## src/i2c_pkg.sv

```systemverilog
// Constants, field layouts and types for the I2C master register port
// Function
// Bits 7:1 of the target address register hold the 7-bit slave address sent on the bus.
// That address only selects the slave on the bus and never names a location inside it.
// Bit 0 of the target address register picks a read when one and a write when zero.
// The read-only receive byte register is loaded by hardware with every received byte.
// The write-only transmit byte register holds the next address or data byte to send.
// The slave's internal location goes out through the transmit register before any data.
// Software sees exactly four byte registers: control/status, transmit, receive, address.
// The transmit-empty flag is set once the transmit byte has been sent to the slave.
// Writing a new byte into the transmit register clears the transmit-empty flag.
// A write to the interrupt vector register clears the pending transmit interrupt only; the code clears the pending receive interrupt too.
// The receive interrupt enable lets the receive-full condition raise an interrupt.
// A read first writes the location, then a repeated start with the read bit, then receives.
package i2c_pkg;

  // Register map, byte addresses in the microcontroller data space
  localparam logic [15:0] CTL_ADDR = 16'hFFC0;
  localparam logic [15:0] TX_ADDR  = 16'hFFC1;
  localparam logic [15:0] RX_ADDR  = 16'hFFC2;
  localparam logic [15:0] ADR_ADDR = 16'hFFC3;
  localparam logic [7:0]  REG_RST  = 8'h00;

  // Field positions of the target address register
  localparam int RW_BIT   = 0;
  localparam int ADR_LSB  = 1;
  localparam int ADR_MSB  = 7;

  // Bit sequencing: eight data bits then the acknowledge slot
  localparam logic [3:0] ACK_SLOT = 4'h8;

  // SCL quarter periods; the bit engine runs four quarters per SCL cycle
  localparam int CLK_PERIOD_NS = 100;
  localparam int STD_QTR_NS    = 2500;
  localparam int FAST_QTR_NS   = 625;
  localparam logic [7:0] QTR_STD  = 8'(STD_QTR_NS / CLK_PERIOD_NS);
  localparam logic [7:0] QTR_FAST = 8'(FAST_QTR_NS / CLK_PERIOD_NS);

  // Control and status register layout, bit 7 down to bit 0
  typedef struct packed {
    logic rxf;
    logic receive_interrupt_enable;
    logic err;
    logic frq;
    logic transmit_empty_flag;
    logic txie;
    logic stprd;
    logic stpwr;
  } ctl_t;

  typedef enum logic [5:0] {
    S_IDLE   = 6'h01,
    S_START  = 6'h02,
    S_BYTE   = 6'h04,
    S_HOLD   = 6'h08,
    S_RSTART = 6'h10,
    S_STOP   = 6'h20
  } state_t;

  typedef enum logic [1:0] {
    ST_ADDRW = 2'h0,
    ST_DATA  = 2'h1,
    ST_ADDRR = 2'h2,
    ST_READ  = 2'h3
  } stage_t;

endpackage : i2c_pkg

```

## src/i2c_master_register_port.sv

```systemverilog
// I2C master with its four memory-mapped byte registers
`timescale 1ns/1ps
`default_nettype none

module i2c_master_register_port (
  input  wire logic        clk,
  input  wire logic        srst,
  input  wire logic        ce,
  input  wire logic [15:0] addr,
  input  wire logic        wr,
  input  wire logic        rd,
  input  wire logic [7:0]  wdata,
  input  wire logic        ivec_wr,
  output logic      [7:0]  rdata,
  output logic             rx_int_req,
  output logic             tx_int_req,
  input  wire logic        scl_i,
  output logic             scl_o,
  output logic             scl_oe,
  input  wire logic        sda_i,
  output logic             sda_o,
  output logic             sda_oe
);

  ////////////////////////////////////////////////////////////////////////////////
  // State
  i2c_pkg::state_t state_q, state_d;
  i2c_pkg::stage_t stage_q, stage_d;
  i2c_pkg::ctl_t   ctl_q;
  logic [1:0]      ph_q, ph_d;
  logic [7:0]      div_q, div_d;
  logic [3:0]      bit_q, bit_d;
  logic [7:0]      shift_q, shift_d;
  logic [7:0]      rx_q, tx_q, adr_q, rdata_q;
  logic            ack_q, ack_d;
  logic            tx_full_q, tx_pend_q, rx_pend_q;
  logic            scl_m_q, scl_s_q, sda_m_q, sda_s_q;
  logic            scl_oe_q, sda_oe_q;
  logic            txe_set, rxf_set, err_set, tx_take;

  ////////////////////////////////////////////////////////////////////////////////
  // Register decode; four byte registers and nothing else answers
  // four byte registers
  wire wr_ctl = wr && (addr == i2c_pkg::CTL_ADDR);
  wire wr_tx  = wr && (addr == i2c_pkg::TX_ADDR);
  wire wr_adr = wr && (addr == i2c_pkg::ADR_ADDR);
  wire rd_rx  = rd && (addr == i2c_pkg::RX_ADDR);
  wire [7:0] rd_mux = (addr == i2c_pkg::CTL_ADDR) ? ctl_q :
                      (addr == i2c_pkg::RX_ADDR)  ? rx_q  :
                      (addr == i2c_pkg::ADR_ADDR) ? adr_q : i2c_pkg::REG_RST;

  // Bit timing: quarter ticks, phase 1 waits for SCL to really rise (stretching)
  wire [7:0] qtr       = ctl_q.frq ? i2c_pkg::QTR_FAST : i2c_pkg::QTR_STD;
  wire       tick      = (div_q == 8'(qtr - 8'h01));
  wire       adv       = tick && ((ph_q != 2'h1) || scl_s_q);
  wire       phase_end = adv && (ph_q == 2'h3);
  wire       quiet     = (state_q == i2c_pkg::S_IDLE) || (state_q == i2c_pkg::S_HOLD);
  wire       rx_mode   = (stage_q == i2c_pkg::ST_READ);
  wire       ack_slot  = (bit_q == i2c_pkg::ACK_SLOT);

  // Pin drive levels per state and phase; open drain so only pull-low is driven
  wire byte_sda_low = rx_mode ? (ack_slot && !ctl_q.stprd) : (!ack_slot && !shift_q[7]);
  wire scl_low_w = (state_q == i2c_pkg::S_HOLD) ||
                   ((state_q == i2c_pkg::S_BYTE) && (ph_q == 2'h0 || ph_q == 2'h3)) ||
                   ((state_q == i2c_pkg::S_RSTART) && (ph_q == 2'h0)) ||
                   ((state_q == i2c_pkg::S_START || state_q == i2c_pkg::S_RSTART) &&
                    (ph_q == 2'h3)) ||
                   ((state_q == i2c_pkg::S_STOP) && (ph_q == 2'h0));
  wire sda_low_w = ((state_q == i2c_pkg::S_BYTE) && byte_sda_low) ||
                   ((state_q == i2c_pkg::S_START || state_q == i2c_pkg::S_RSTART) &&
                    ph_q[1]) ||
                   ((state_q == i2c_pkg::S_STOP) && (ph_q != 2'h3));

  assign scl_o      = 1'b0;
  assign sda_o      = 1'b0;
  assign scl_oe     = scl_oe_q;
  assign sda_oe     = sda_oe_q;
  assign rdata      = rdata_q;
  // receive interrupt gate
  assign rx_int_req = ctl_q.receive_interrupt_enable && rx_pend_q;
  assign tx_int_req = ctl_q.txie && tx_pend_q;

  ////////////////////////////////////////////////////////////////////////////////
  // Transfer sequencer
  always_comb begin
    state_d = state_q;
    stage_d = stage_q;
    bit_d   = bit_q;
    shift_d = shift_q;
    ack_d   = ack_q;
    ph_d    = adv ? 2'(ph_q + 2'h1) : ph_q;
    div_d   = (quiet || tick) ? 8'h00 : 8'(div_q + 8'h01);
    txe_set = 1'b0;
    rxf_set = 1'b0;
    err_set = 1'b0;
    tx_take = 1'b0;
    if (quiet) begin
      ph_d = 2'h0;
    end
    unique case (state_q)
      i2c_pkg::S_IDLE: begin
        if (tx_full_q) begin
          // location written first
          // address byte with write bit
          state_d = i2c_pkg::S_START;
          stage_d = i2c_pkg::ST_ADDRW;
          shift_d = {adr_q[i2c_pkg::ADR_MSB:i2c_pkg::ADR_LSB], 1'b0};
        end
      end
      i2c_pkg::S_START, i2c_pkg::S_RSTART: begin
        if (phase_end) begin
          state_d = i2c_pkg::S_BYTE;
          bit_d   = 4'h0;
        end
      end
      i2c_pkg::S_BYTE: begin
        // Receive samples at the end of high phase 2; transmit shifts only with SCL low so SDA never
        // moves under a high clock, which a slave would take for a start or stop
        if (adv && ph_q == 2'h2) begin
          if (ack_slot) begin
            ack_d = sda_s_q;
          end else if (rx_mode) begin
            shift_d = {shift_q[6:0], sda_s_q};
          end
        end
        if (phase_end && !ack_slot) begin
          bit_d = 4'(bit_q + 4'h1);
          if (!rx_mode) begin
            shift_d = {shift_q[6:0], 1'b0};
          end
        end else if (phase_end) begin
          bit_d = 4'h0;
          if (rx_mode) begin
            // byte lands in receive register
            rxf_set = 1'b1;
            state_d = ctl_q.stprd ? i2c_pkg::S_STOP : i2c_pkg::S_HOLD;
          end else if (ack_q) begin
            // A refused address drops the pending byte; else idle would retry forever
            err_set = 1'b1;
            tx_take = (stage_q == i2c_pkg::ST_ADDRW);
            state_d = i2c_pkg::S_STOP;
          end else begin
            unique case (stage_q)
              i2c_pkg::ST_ADDRW: begin
                // location byte follows address
                shift_d = tx_q;
                tx_take = 1'b1;
                stage_d = i2c_pkg::ST_DATA;
              end
              i2c_pkg::ST_DATA: begin
                // transmit byte sent
                txe_set = 1'b1;
                // read bit turns the transfer round
                if (adr_q[i2c_pkg::RW_BIT]) begin
                  // repeated start with read bit
                  state_d = i2c_pkg::S_RSTART;
                  stage_d = i2c_pkg::ST_ADDRR;
                  shift_d = {adr_q[i2c_pkg::ADR_MSB:i2c_pkg::ADR_LSB], 1'b1};
                end else begin
                  state_d = ctl_q.stpwr ? i2c_pkg::S_STOP : i2c_pkg::S_HOLD;
                end
              end
              i2c_pkg::ST_ADDRR: begin
                stage_d = i2c_pkg::ST_READ;
              end
              i2c_pkg::ST_READ: begin
                stage_d = i2c_pkg::ST_READ;
              end
            endcase
          end
        end
      end
      i2c_pkg::S_HOLD: begin
        // SCL held low until software has served the previous byte
        if (rx_mode) begin
          if (!ctl_q.rxf) begin
            state_d = i2c_pkg::S_BYTE;
          end
        end else if (tx_full_q) begin
          shift_d = tx_q;
          tx_take = 1'b1;
          state_d = i2c_pkg::S_BYTE;
        end else if (ctl_q.stpwr) begin
          state_d = i2c_pkg::S_STOP;
        end
      end
      i2c_pkg::S_STOP: begin
        if (phase_end) begin
          state_d = i2c_pkg::S_IDLE;
        end
      end
    endcase
  end

  ////////////////////////////////////////////////////////////////////////////////
  // Pin synchronisers; first stages feed only the second stages
  always_ff @(posedge clk) begin
    if (srst) begin
      scl_m_q <= 1'b1;
      scl_s_q <= 1'b1;
      sda_m_q <= 1'b1;
      sda_s_q <= 1'b1;
    end else if (ce) begin
      scl_m_q <= scl_i;
      scl_s_q <= scl_m_q;
      sda_m_q <= sda_i;
      sda_s_q <= sda_m_q;
    end
  end

  // Sequencer registers and registered pin enables
  always_ff @(posedge clk) begin
    if (srst) begin
      state_q  <= i2c_pkg::S_IDLE;
      stage_q  <= i2c_pkg::ST_ADDRW;
      ph_q     <= 2'h0;
      div_q    <= 8'h00;
      bit_q    <= 4'h0;
      shift_q  <= i2c_pkg::REG_RST;
      ack_q    <= 1'b0;
      scl_oe_q <= 1'b0;
      sda_oe_q <= 1'b0;
    end else if (ce) begin
      state_q  <= state_d;
      stage_q  <= stage_d;
      ph_q     <= ph_d;
      div_q    <= div_d;
      bit_q    <= bit_d;
      shift_q  <= shift_d;
      ack_q    <= ack_d;
      scl_oe_q <= scl_low_w;
      sda_oe_q <= sda_low_w;
    end
  end

  // Software-written registers plus hardware-loaded receive byte and read data; the address is a bus identity only
  // address kept as bus identity
  always_ff @(posedge clk) begin
    if (srst) begin
      adr_q   <= i2c_pkg::REG_RST;
      tx_q    <= i2c_pkg::REG_RST;
      rx_q    <= i2c_pkg::REG_RST;
      rdata_q <= i2c_pkg::REG_RST;
    end else if (ce) begin
      if (wr_adr) adr_q <= wdata;
      // transmit register loaded
      if (wr_tx) tx_q <= wdata;
      if (rxf_set) rx_q <= shift_q;
      if (rd) rdata_q <= rd_mux;
    end
  end

  // Status flags; a hardware set wins over a clear in the same cycle
  always_ff @(posedge clk) begin
    if (srst) begin
      ctl_q     <= '0;
      tx_full_q <= 1'b0;
      tx_pend_q <= 1'b0;
      rx_pend_q <= 1'b0;
    end else if (ce) begin
      if (wr_ctl) begin
        ctl_q.receive_interrupt_enable  <= wdata[6];
        ctl_q.frq   <= wdata[4];
        ctl_q.txie  <= wdata[2];
        ctl_q.stprd <= wdata[1];
        ctl_q.stpwr <= wdata[0];
      end
      ctl_q.err <= err_set || (wr_ctl ? wdata[5] : ctl_q.err);
      ctl_q.rxf <= rxf_set || (ctl_q.rxf && !rd_rx);
      // new byte clears transmit-empty
      ctl_q.transmit_empty_flag <= txe_set || (ctl_q.transmit_empty_flag && !wr_tx);
      tx_full_q <= wr_tx || (tx_full_q && !tx_take);
      // vector write clears both transmit and receive pending
      tx_pend_q <= txe_set || (tx_pend_q && !ivec_wr);
      rx_pend_q <= rxf_set || (rx_pend_q && !ivec_wr);
    end
  end

endmodule : i2c_master_register_port

`default_nettype wire

```

## config.mk

```make
export PLATFORM = sky130hd
export DESIGN_NAME = i2c_master_register_port
export DESIGN_NICKNAME = d
export VERILOG_FILES = /design/src/i2c_pkg.sv /design/src/i2c_master_register_port.sv
export SDC_FILE = /design/constraint.sdc
export NUM_CORES = 1
export LEC_CHECK = 0
export ABC_AREA = 1
export BUFFER_PORTS_ARGS = -buffer_cell sky130_fd_sc_hd__clkbuf_2
export CAP_MARGIN = 25
export CORE_AREA = 2 2 143 145
export DETAILED_ROUTE_END_ITERATION = 10
export DIE_AREA = 0 0 145 147
export SETUP_SLACK_MARGIN = 0.5
export SYNTH_ARGS = -nofsm -noshare
export SYNTH_HDL_FRONTEND = slang
export SYNTH_SLANG_ARGS = --single-unit
```

## constraint.sdc

```tcl
create_clock -name clk -period 2.3 [get_ports clk]
set_input_delay 0.23 -clock clk [delete_from_list [all_inputs] [get_ports clk]]
set_output_delay 0.23 -clock clk [all_outputs]
set_load 0.01 [all_outputs]
```

==> metrics.txt, run 1 <==
antenna violation net count after detailed routing=0; residual DRC count=0; wire length of the first global-routing pass=24,000 um; Cell Area, Synth=4840 um^2; fraction of final layout cells with drive strength greater than 1=0.230; sequential share of the synthesized area=0.331; result of the run=finished clean; post-synthesis register bit count=80; number of pins exceeding their max-slew limit in the final report=0; root buffer selected by CTS=sky130_fd_sc_hd__clkbuf_16; Sum Neg Setup Slack=0 ps; hold buffer count at cts=0; CTS buffer count=9; Final min period=1850 ps; mean post-synth cell area=6.50 um^2; average detailed-routed wire length per instance=14.0 um; dpl cells=1,045; Distinct cells, synth=47; maximum number of pins on one net before global-route repair=37; overall die width=145 um; number of placement rows=52; f_max=540 MHz; final wirelength=15,200 um; buffer depth of the longest clock path=2; worst-path fanout max=7; crit share post-route=0.805; TritonCTS sink count=80; unrepaired setup endpoints after global routing=yes; Core Area=19,800 um^2; Slew HR=0.630; initial DRC count=379; Final Hold Viols=0; most frequent cells in the layout=197 x sky130_fd_sc_hd__nand2_1, 72 x sky130_fd_sc_hd__inv_1, 68 x sky130_fd_sc_hd__dfxtp_1, 65 x sky130_fd_sc_hd__a21oi_1, 55 x sky130_fd_sc_hd__nor2_1; fin cells=1,083; maxcap violations=0; Crit Path Category=reg -> reg; global router's overall resource usage=0.139; number of instances in the synthesized netlist=745; Peak supply drop=0.468 mV; design area=6180 um^2; kind of end point of the critical path=flop; die height=147 um; via count of the first global-routing pass=4,741; total vias in the final route=5,175; worst hold margin=87.2 ps; Skew-Pair Late Insertion Delay=360 ps; required time at the worst-slack endpoint=2590 ps; count of final setup violators=0; clock tree from TritonCTS=built; Fin Clk Skew=7.16 ps; clock-pin slew on the worst setup and hold paths=70 ps; die area=21,300 um^2; starting utilization of the core area=0.244; pwr/cell area=772 nW/um^2; weighted congestion at the end of routability-driven global placement=0.859; antenna violations before repair=0; placed cell areas=5410 um^2; Area Growth Syn to Fin=27.6%; pin slew with the least headroom to its limit=552 ps; ratio of routed vias to standard cells=4.78; DP Wirelength=10,900 um; number of H-tree levels=3; first-pass detailed-route iteration total=5; leakage power=0.00249 uW; count of pins on the block boundary=46; number of nets in the finished design=850; endpoint arrival time on the critical path=2140 ps; number of buffer cells added on primary ports=43; ANT cells=0; total of fill cells in the finished design=2,144; min-delay worst type=in -> reg; Yosys Warn Count=0; most common library cell in the layout ignoring fill and taps=sky130_fd_sc_hd__nand2_1; total grt overflow=0; crit start category=flop
final timing paths:
kind	from	endpoint	slack [ps]	cells past startpoint
worst max-delay path	div_q[7]$_SDFFE_PP0P_	rx_q[6]$_SDFFE_PP0P_	450	12
worst min-delay path	scl_i	scl_m_q$_SDFFE_PP1P_	90	3
worst max register to register	div_q[7]$_SDFFE_PP0P_	rx_q[6]$_SDFFE_PP0P_	450	12
worst min register to register	rx_q[6]$_SDFFE_PP0P_	rx_q[6]$_SDFFE_PP0P_	450	2
synthesized netlist by cell type (all sizes together):
master | count | area (um^2)
nor2 | 68 | 312
clkinv | 6 | 26.3
nand2 | 207 | 797
xnor2 | 1 | 8.76
or2 | 3 | 18.8
nand3 | 48 | 290
o2111ai | 2 | 17.5
o21a | 1 | 7.51
xor2 | 4 | 35.0
conb | 1 | 3.75
a21boi | 1 | 7.51
nor3 | 12 | 65.1
clkbuf | 19 | 71.3
a211oi | 2 | 15.0
nor4 | 3 | 18.8
a221oi | 6 | 52.6
nand4 | 24 | 165
inv | 84 | 315
dfxtp | 80 | 1600
o221ai | 1 | 8.76
nor3b | 4 | 46.3
o211ai | 5 | 37.5
o22ai | 7 | 43.8
o31ai | 1 | 7.51
a21oi | 76 | 384
o21ai | 56 | 280
nand3b | 1 | 7.51
buf | 12 | 73.8
ha | 10 | 125
worst max-delay path, stage by stage (launching register included):
cell and delay [ps]:
sky130_fd_sc_hd__dfxtp_2 320, sky130_fd_sc_hd__nor2_1 100, sky130_fd_sc_hd__nand2_1 70, sky130_fd_sc_hd__nor2_2 150
sky130_fd_sc_hd__nand2_2 100, sky130_fd_sc_hd__nor2_8 170, sky130_fd_sc_hd__nand2_2 90, sky130_fd_sc_hd__nor2_4 160
sky130_fd_sc_hd__nand2_4 90, sky130_fd_sc_hd__clkinv_4 80, sky130_fd_sc_hd__nand3_4 140, sky130_fd_sc_hd__buf_6 180
sky130_fd_sc_hd__a21oi_1 120
power breakdown:
| group | internal (uW) | switching [uW] |
|---|---|---|
| Clock | 976 | 667 |
| Combinational | 522 | 925 |
| Sequential | 1510 | 172 |
| Total | 3010 | 1760 |
per-stage QoR:
stage	util	setup WS (ps)	total power, uW
2_1_floorplan	-	569	2510
3_3_place_gp	0.273	32.6	2890
3_5_place_dp	0.273	45.7	2890
4_1_cts	0.300	471	4620
5_1_grt	0.311	332	5050
6_report	0.311	449	4770
per-layer routing:
metal / vias to the layer above / share of wire / GRT usage
met5: - / 0 / 0
met4: 0 / 0.023 / 0.0490
met1: 2406 / 0.45 / 0.183
met3: 29 / 0.056 / 0.0261
li1: 2591 / - / -
met2: 149 / 0.47 / 0.228
registers in the layout, summed over array words and instances, names as in the netlist, 2 cells and up:
register / cells
adr_q: 8
bit_q: 4
ctl_q: 8
div_q: 8
ph_q: 2
rdata: 8
rx_q: 8
shift_q: 8
stage_q: 2
state_q: 6
tx_q: 8
area by class of cell:
cell class	count	area, um^2	area share
timing repair inverter	1	7.51	0.00122
inverter	90	354	0.0573
tap	270	338	0.0547
multi-input combinational	546	2970	0.481
sequential	80	1620	0.262
clock buffer	9	225	0.0365
clock inverter	7	109	0.0176
timing repair buffer	80	552	0.0893
cell families (layout without fill, tap and decap cells):
kind of cell / after synthesis / after routing / share of synthesized area
flops: 80 / 80 / 0.331
fa+ha+maj: 10 / 10 / 0.0258
xor+xnor: 5 / 5 / 0.00904
buf+inv: 121 / 187 / 0.100
compound gates: 158 / 158 / 0.178
other cells: 1 / 2 / 0.000774
simple gates: 370 / 371 / 0.355
timing repair:
item / 4_1_cts / 5_1_grt
pin swaps: 5 / 28
buffers inserted: 12 / 7
endpoints found under the setup margin: 33 / 36
gates resized for setup: 38 / 58
gates cloned: 2 / 1
Note: power is estimated with default switching activity, not from simulation.
==> run 2: changes to the inputs <==
- ABC_AREA: 1 -> 0
- CORE_AREA: 2 2 143 145 -> 2 2 138 140
- DIE_AREA: 0 0 145 147 -> 0 0 140 142
- clock period: 2.3 -> 1.5 ns (I/O delays scaled with it)
==> run 2 against run 1 <==
The flow now finishes with violations (negative setup slack). Fmax fell by 11%. Critical path depth fell by 5. Count of clock-buffer cells in the layout rose by 2. Via count fell by 8.9%. Flip-flop and latch count did not move. Area after synthesis fell by 6.5%.
==> metrics.txt, run 2 <==
result of the run=finished, violations left (was finished clean); violated checks=negative setup slack; flop-to-flop setup slack=-590 ps (was 450 ps); mean post-synth cell area=8.34 um^2 (was 6.50 um^2); Util after Layout=0.400 (was 0.311); peak per-stage delay on the critical path=540 ps (was 320 ps); clock-pin slew on the worst setup and hold paths=60 ps (was 70 ps); Adder-Cell Fraction of Synth Area=0.0276 (was 0.0258); min-delay worst type=in -> reg (unchanged); Final WS setup=-591 ps (was 449 ps); dpl cells=902 (was 1,045); crit start category=flop (unchanged); unrepaired setup endpoints after global routing=yes (unchanged); maximum number of pins on one net before global-route repair=60 (was 37); starting utilization of the core area=0.245 (was 0.244); final wirelength=15,400 um (was 15,200 um); crit share post-route=1.39 (was 0.805); number of cell instances on the worst register-to-register path=7 (was 12); total power of the final layout=4990 uW (was 4770 uW); total grt overflow=0 (unchanged); most common library cell in the layout ignoring fill and taps=sky130_fd_sc_hd__buf_4 (was sky130_fd_sc_hd__nand2_1); Crit Path Category=reg -> reg (unchanged); number of buffer cells added on primary ports=43 (unchanged); number of H-tree levels=3 (unchanged); count of final setup violators=47 (was 0); fin cells=948 (was 1,083); start point of the critical path=div_q[6]$_SDFFE_PP0P_ (was div_q[7]$_SDFFE_PP0P_); antenna violations before repair=0 (unchanged); Yosys Warn Count=0 (unchanged); Final min period=2090 ps (was 1850 ps); global router's overall resource usage=0.148 (was 0.139); pwr/cell area=676 nW/um^2 (was 772 nW/um^2); Critical path destination=shift_q[7]$_SDFFE_PP0P_ (was rx_q[6]$_SDFFE_PP0P_); required time at the worst-slack endpoint=1740 ps (was 2590 ps); number of pins exceeding their max-slew limit in the final report=0 (unchanged); overall die width=140 um (was 145 um); fraction of final layout cells with drive strength greater than 1=0.521 (was 0.230); average detailed-routed wire length per instance=16.2 um (was 14.0 um); number of instances in the synthesized netlist=543 (was 745); buffering stage count on the worst path with inverters included=2 (unchanged); die height=142 um (was 147 um); kind of end point of the critical path=flop (unchanged); ANT cells=0 (unchanged); via count of the first global-routing pass=4,456 (was 4,741); critical-path cell with the highest stage delay=sky130_fd_sc_hd__or4_4 (was sky130_fd_sc_hd__dfxtp_2); reg-to-reg critical path endpoint=shift_q[7]$_SDFFE_PP0P_ (was rx_q[6]$_SDFFE_PP0P_); Core Area=18,500 um^2 (was 19,800 um^2); number of placement rows=50 (was 52); f_max=478 MHz (was 540 MHz); wire length of the first global-routing pass=23,300 um (was 24,000 um); fraction of post-synthesis cell area in the top cell type by area=0.353 (was 0.331); top cells by instance count after synthesis=90 x sky130_fd_sc_hd__nor2_1, 80 x sky130_fd_sc_hd__dfxtp_1, 48 x sky130_fd_sc_hd__mux2i_1 (was 201 x sky130_fd_sc_hd__nand2_1, 80 x sky130_fd_sc_hd__dfxtp_1, 79 x sky130_fd_sc_hd__inv_1); Sum Neg Setup Slack=-20,490 ps (was 0 ps); cell chain of the critical path=or4_4, buf_4, o31ai_4, buf_12, mux2i_2, nor3_2, o31a_1 (was nor2_1, nand2_1, nor2_2, nand2_2, nor2_8, nand2_2, nor2_4, nand2_4, clkinv_4, nand3_4, buf_6, a21oi_1); Peak supply drop=0.505 mV (was 0.468 mV); Top delay family on crit path=simple AND/OR/NAND/NOR gates (unchanged); clock tree from TritonCTS=built (unchanged); Async S/R FF share, synth=0 (unchanged); ratio of routed vias to standard cells=4.97 (was 4.78); initial DRC count=341 (was 379); compound-cell area share of the yosys netlist=0.179 (was 0.178); total of fill cells in the finished design=1,730 (was 2,144); endpoint arrival time on the critical path=2330 ps (was 2140 ps); launching point of the worst reg2reg path=div_q[6]$_SDFFE_PP0P_ (was div_q[7]$_SDFFE_PP0P_); antenna violation net count after detailed routing=0 (unchanged); total vias in the final route=4,714 (was 5,175); Final Hold Viols=0 (unchanged); count of pins on the block boundary=46 (unchanged); critical path depth=7 (was 12); residual DRC count=0 (unchanged); worst hold margin=14.3 ps (was 87.2 ps); post-synthesis register bit count=80 (unchanged); number of nets in the finished design=751 (was 850); Post-Synth XOR/XNOR Area=0.0174 (was 0.00904); Cell Area, Synth=4530 um^2 (was 4840 um^2); main combinational cell family by area after synthesis=simple AND/OR/NAND/NOR gates (unchanged); Distinct cells, synth=73 (was 47); maxcap violations=0 (unchanged); Skew-Pair Late Insertion Delay=350 ps (was 360 ps); Synth area leader=sky130_fd_sc_hd__dfxtp_1 (unchanged); worst-path fanout max=6 (was 7); mux share of post-synthesis cell area=0.141 (was 0); number of enable-type register cells in the synthesized netlist=0 (unchanged); buffer depth of the longest clock path=2 (unchanged); die area=19,900 um^2 (was 21,300 um^2); simple-gate share of the synthesized area=0.236 (was 0.355); TritonCTS sink count=80 (unchanged); CTS buffer count=9 (unchanged); sequential share of the synthesized area=0.353 (was 0.331); first-pass detailed-route iteration total=5 (unchanged); most frequent cells in the layout=101 x sky130_fd_sc_hd__buf_4, 72 x sky130_fd_sc_hd__nor2_1, 60 x sky130_fd_sc_hd__dfxtp_1, 45 x sky130_fd_sc_hd__mux2i_1, 40 x sky130_fd_sc_hd__clkbuf_2 (was 197 x sky130_fd_sc_hd__nand2_1, 72 x sky130_fd_sc_hd__inv_1, 68 x sky130_fd_sc_hd__dfxtp_1, 65 x sky130_fd_sc_hd__a21oi_1, 55 x sky130_fd_sc_hd__nor2_1); leakage power=0.00292 uW (was 0.00249 uW); Main synth FF type=sky130_fd_sc_hd__dfxtp_1 (unchanged); Fin Clk Skew=4.93 ps (was 7.16 ps); DP Wirelength=10,200 um (was 10,900 um); most frequent cell after synthesis=sky130_fd_sc_hd__nor2_1 (was sky130_fd_sc_hd__nand2_1); Area Growth Syn to Fin=62.9% (was 27.6%); root buffer selected by CTS=sky130_fd_sc_hd__clkbuf_16 (unchanged); leading cell types by total area after synthesis=sky130_fd_sc_hd__dfxtp_1 35%, sky130_fd_sc_hd__mux2i_1 11%, sky130_fd_sc_hd__nor2_1 7.5%, sky130_fd_sc_hd__a21oi_1 4.0%, sky130_fd_sc_hd__mux2_2 3.2% (was sky130_fd_sc_hd__dfxtp_1 33%, sky130_fd_sc_hd__nand2_1 16%, sky130_fd_sc_hd__a21oi_1 7.7%, sky130_fd_sc_hd__inv_1 6.1%, sky130_fd_sc_hd__o21ai_0 5.4%); weighted congestion at the end of routability-driven global placement=0.893 (was 0.859)
## run 2: layer usage
| layer | GRT usage | wire [um] | vias to the layer above |
|---|---|---|---|
| li1 | - | - | 2274 |
| met1 | 0.181 | 6460 | 2288 |
| met2 | 0.250 | 7840 | 119 |
| met3 | 0.0310 | 622 | 33 |
| met4 | 0.0723 | 480 | 0 |
| met5 | 0 | 0 | - |
## run 2: cell type report
type / count / area, um^2 / share of cell area
clock inverter: 5 / 56.3 / 0.00763
inverter: 12 / 45.0 / 0.00610
multi-input combinational: 418 / 3570 / 0.483
tap: 234 / 293 / 0.0397
clock buffer: 11 / 243 / 0.0329
timing repair buffer: 188 / 1550 / 0.210
sequential: 80 / 1630 / 0.221
## run 2: cell families (layout without fill, tap and decap cells)
group / after synthesis / count (layout)
muxes: 62 / 62
adders and majority gates: 10 / 10
xor gates and xnor gates: 9 / 9
buffers and inverters: 47 / 216
DFF: 80 / 80
AOI/OAI and AO/OA: 121 / 121
and+or+nand+nor: 213 / 214
other: 1 / 2
## run 2: where the power goes
group	total (uW)	switching [uW]	internal [uW]
combinational	562	292	271
clock	2260	925	1330
sequential	2170	19.4	2150
total	4990	1240	3760
## run 2: repair_timing
item,in CTS,in global routing
gates resized for setup,126,77
hold endpoints to repair,0,0
endpoints found under the setup margin,78,80
hold buffers,0,0
pin swaps,45,35
gates cloned,1,1
buffers inserted,17,11
## run 2: metrics by stage
| stage | worst slack, ps | cell area, um^2 |
|---|---|---|
| after floorplan | -431 | 4790 |
| after global placement | -547 | 5990 |
| after detailed placement | -583 | 5990 |
| after CTS | -550 | 6950 |
| after global routing | -659 | 7380 |
| final | -591 | 7380 |
## run 2: worst min-delay path by stage
stage / start / endpoint / cells after the start / slack [ps]
after floorplan: sda_i / sda_m_q$_SDFFE_PP1P_ / 2 / 280
after global placement: scl_i / scl_m_q$_SDFFE_PP1P_ / 3 / 370
after detailed placement: scl_i / scl_m_q$_SDFFE_PP1P_ / 3 / 380
after CTS: scl_i / scl_m_q$_SDFFE_PP1P_ / 3 / 20
after global routing: sda_i / sda_m_q$_SDFFE_PP1P_ / 3 / 30
final: sda_i / sda_m_q$_SDFFE_PP1P_ / 3 / 10
## run 2: tightest hold or removal path: cells and delay by family
kind / cells / cell delay [ps]
buffers and inverters: 1 / 80
multiplexers: 1 / 60
AND/OR/NAND/NOR: 1 / 50
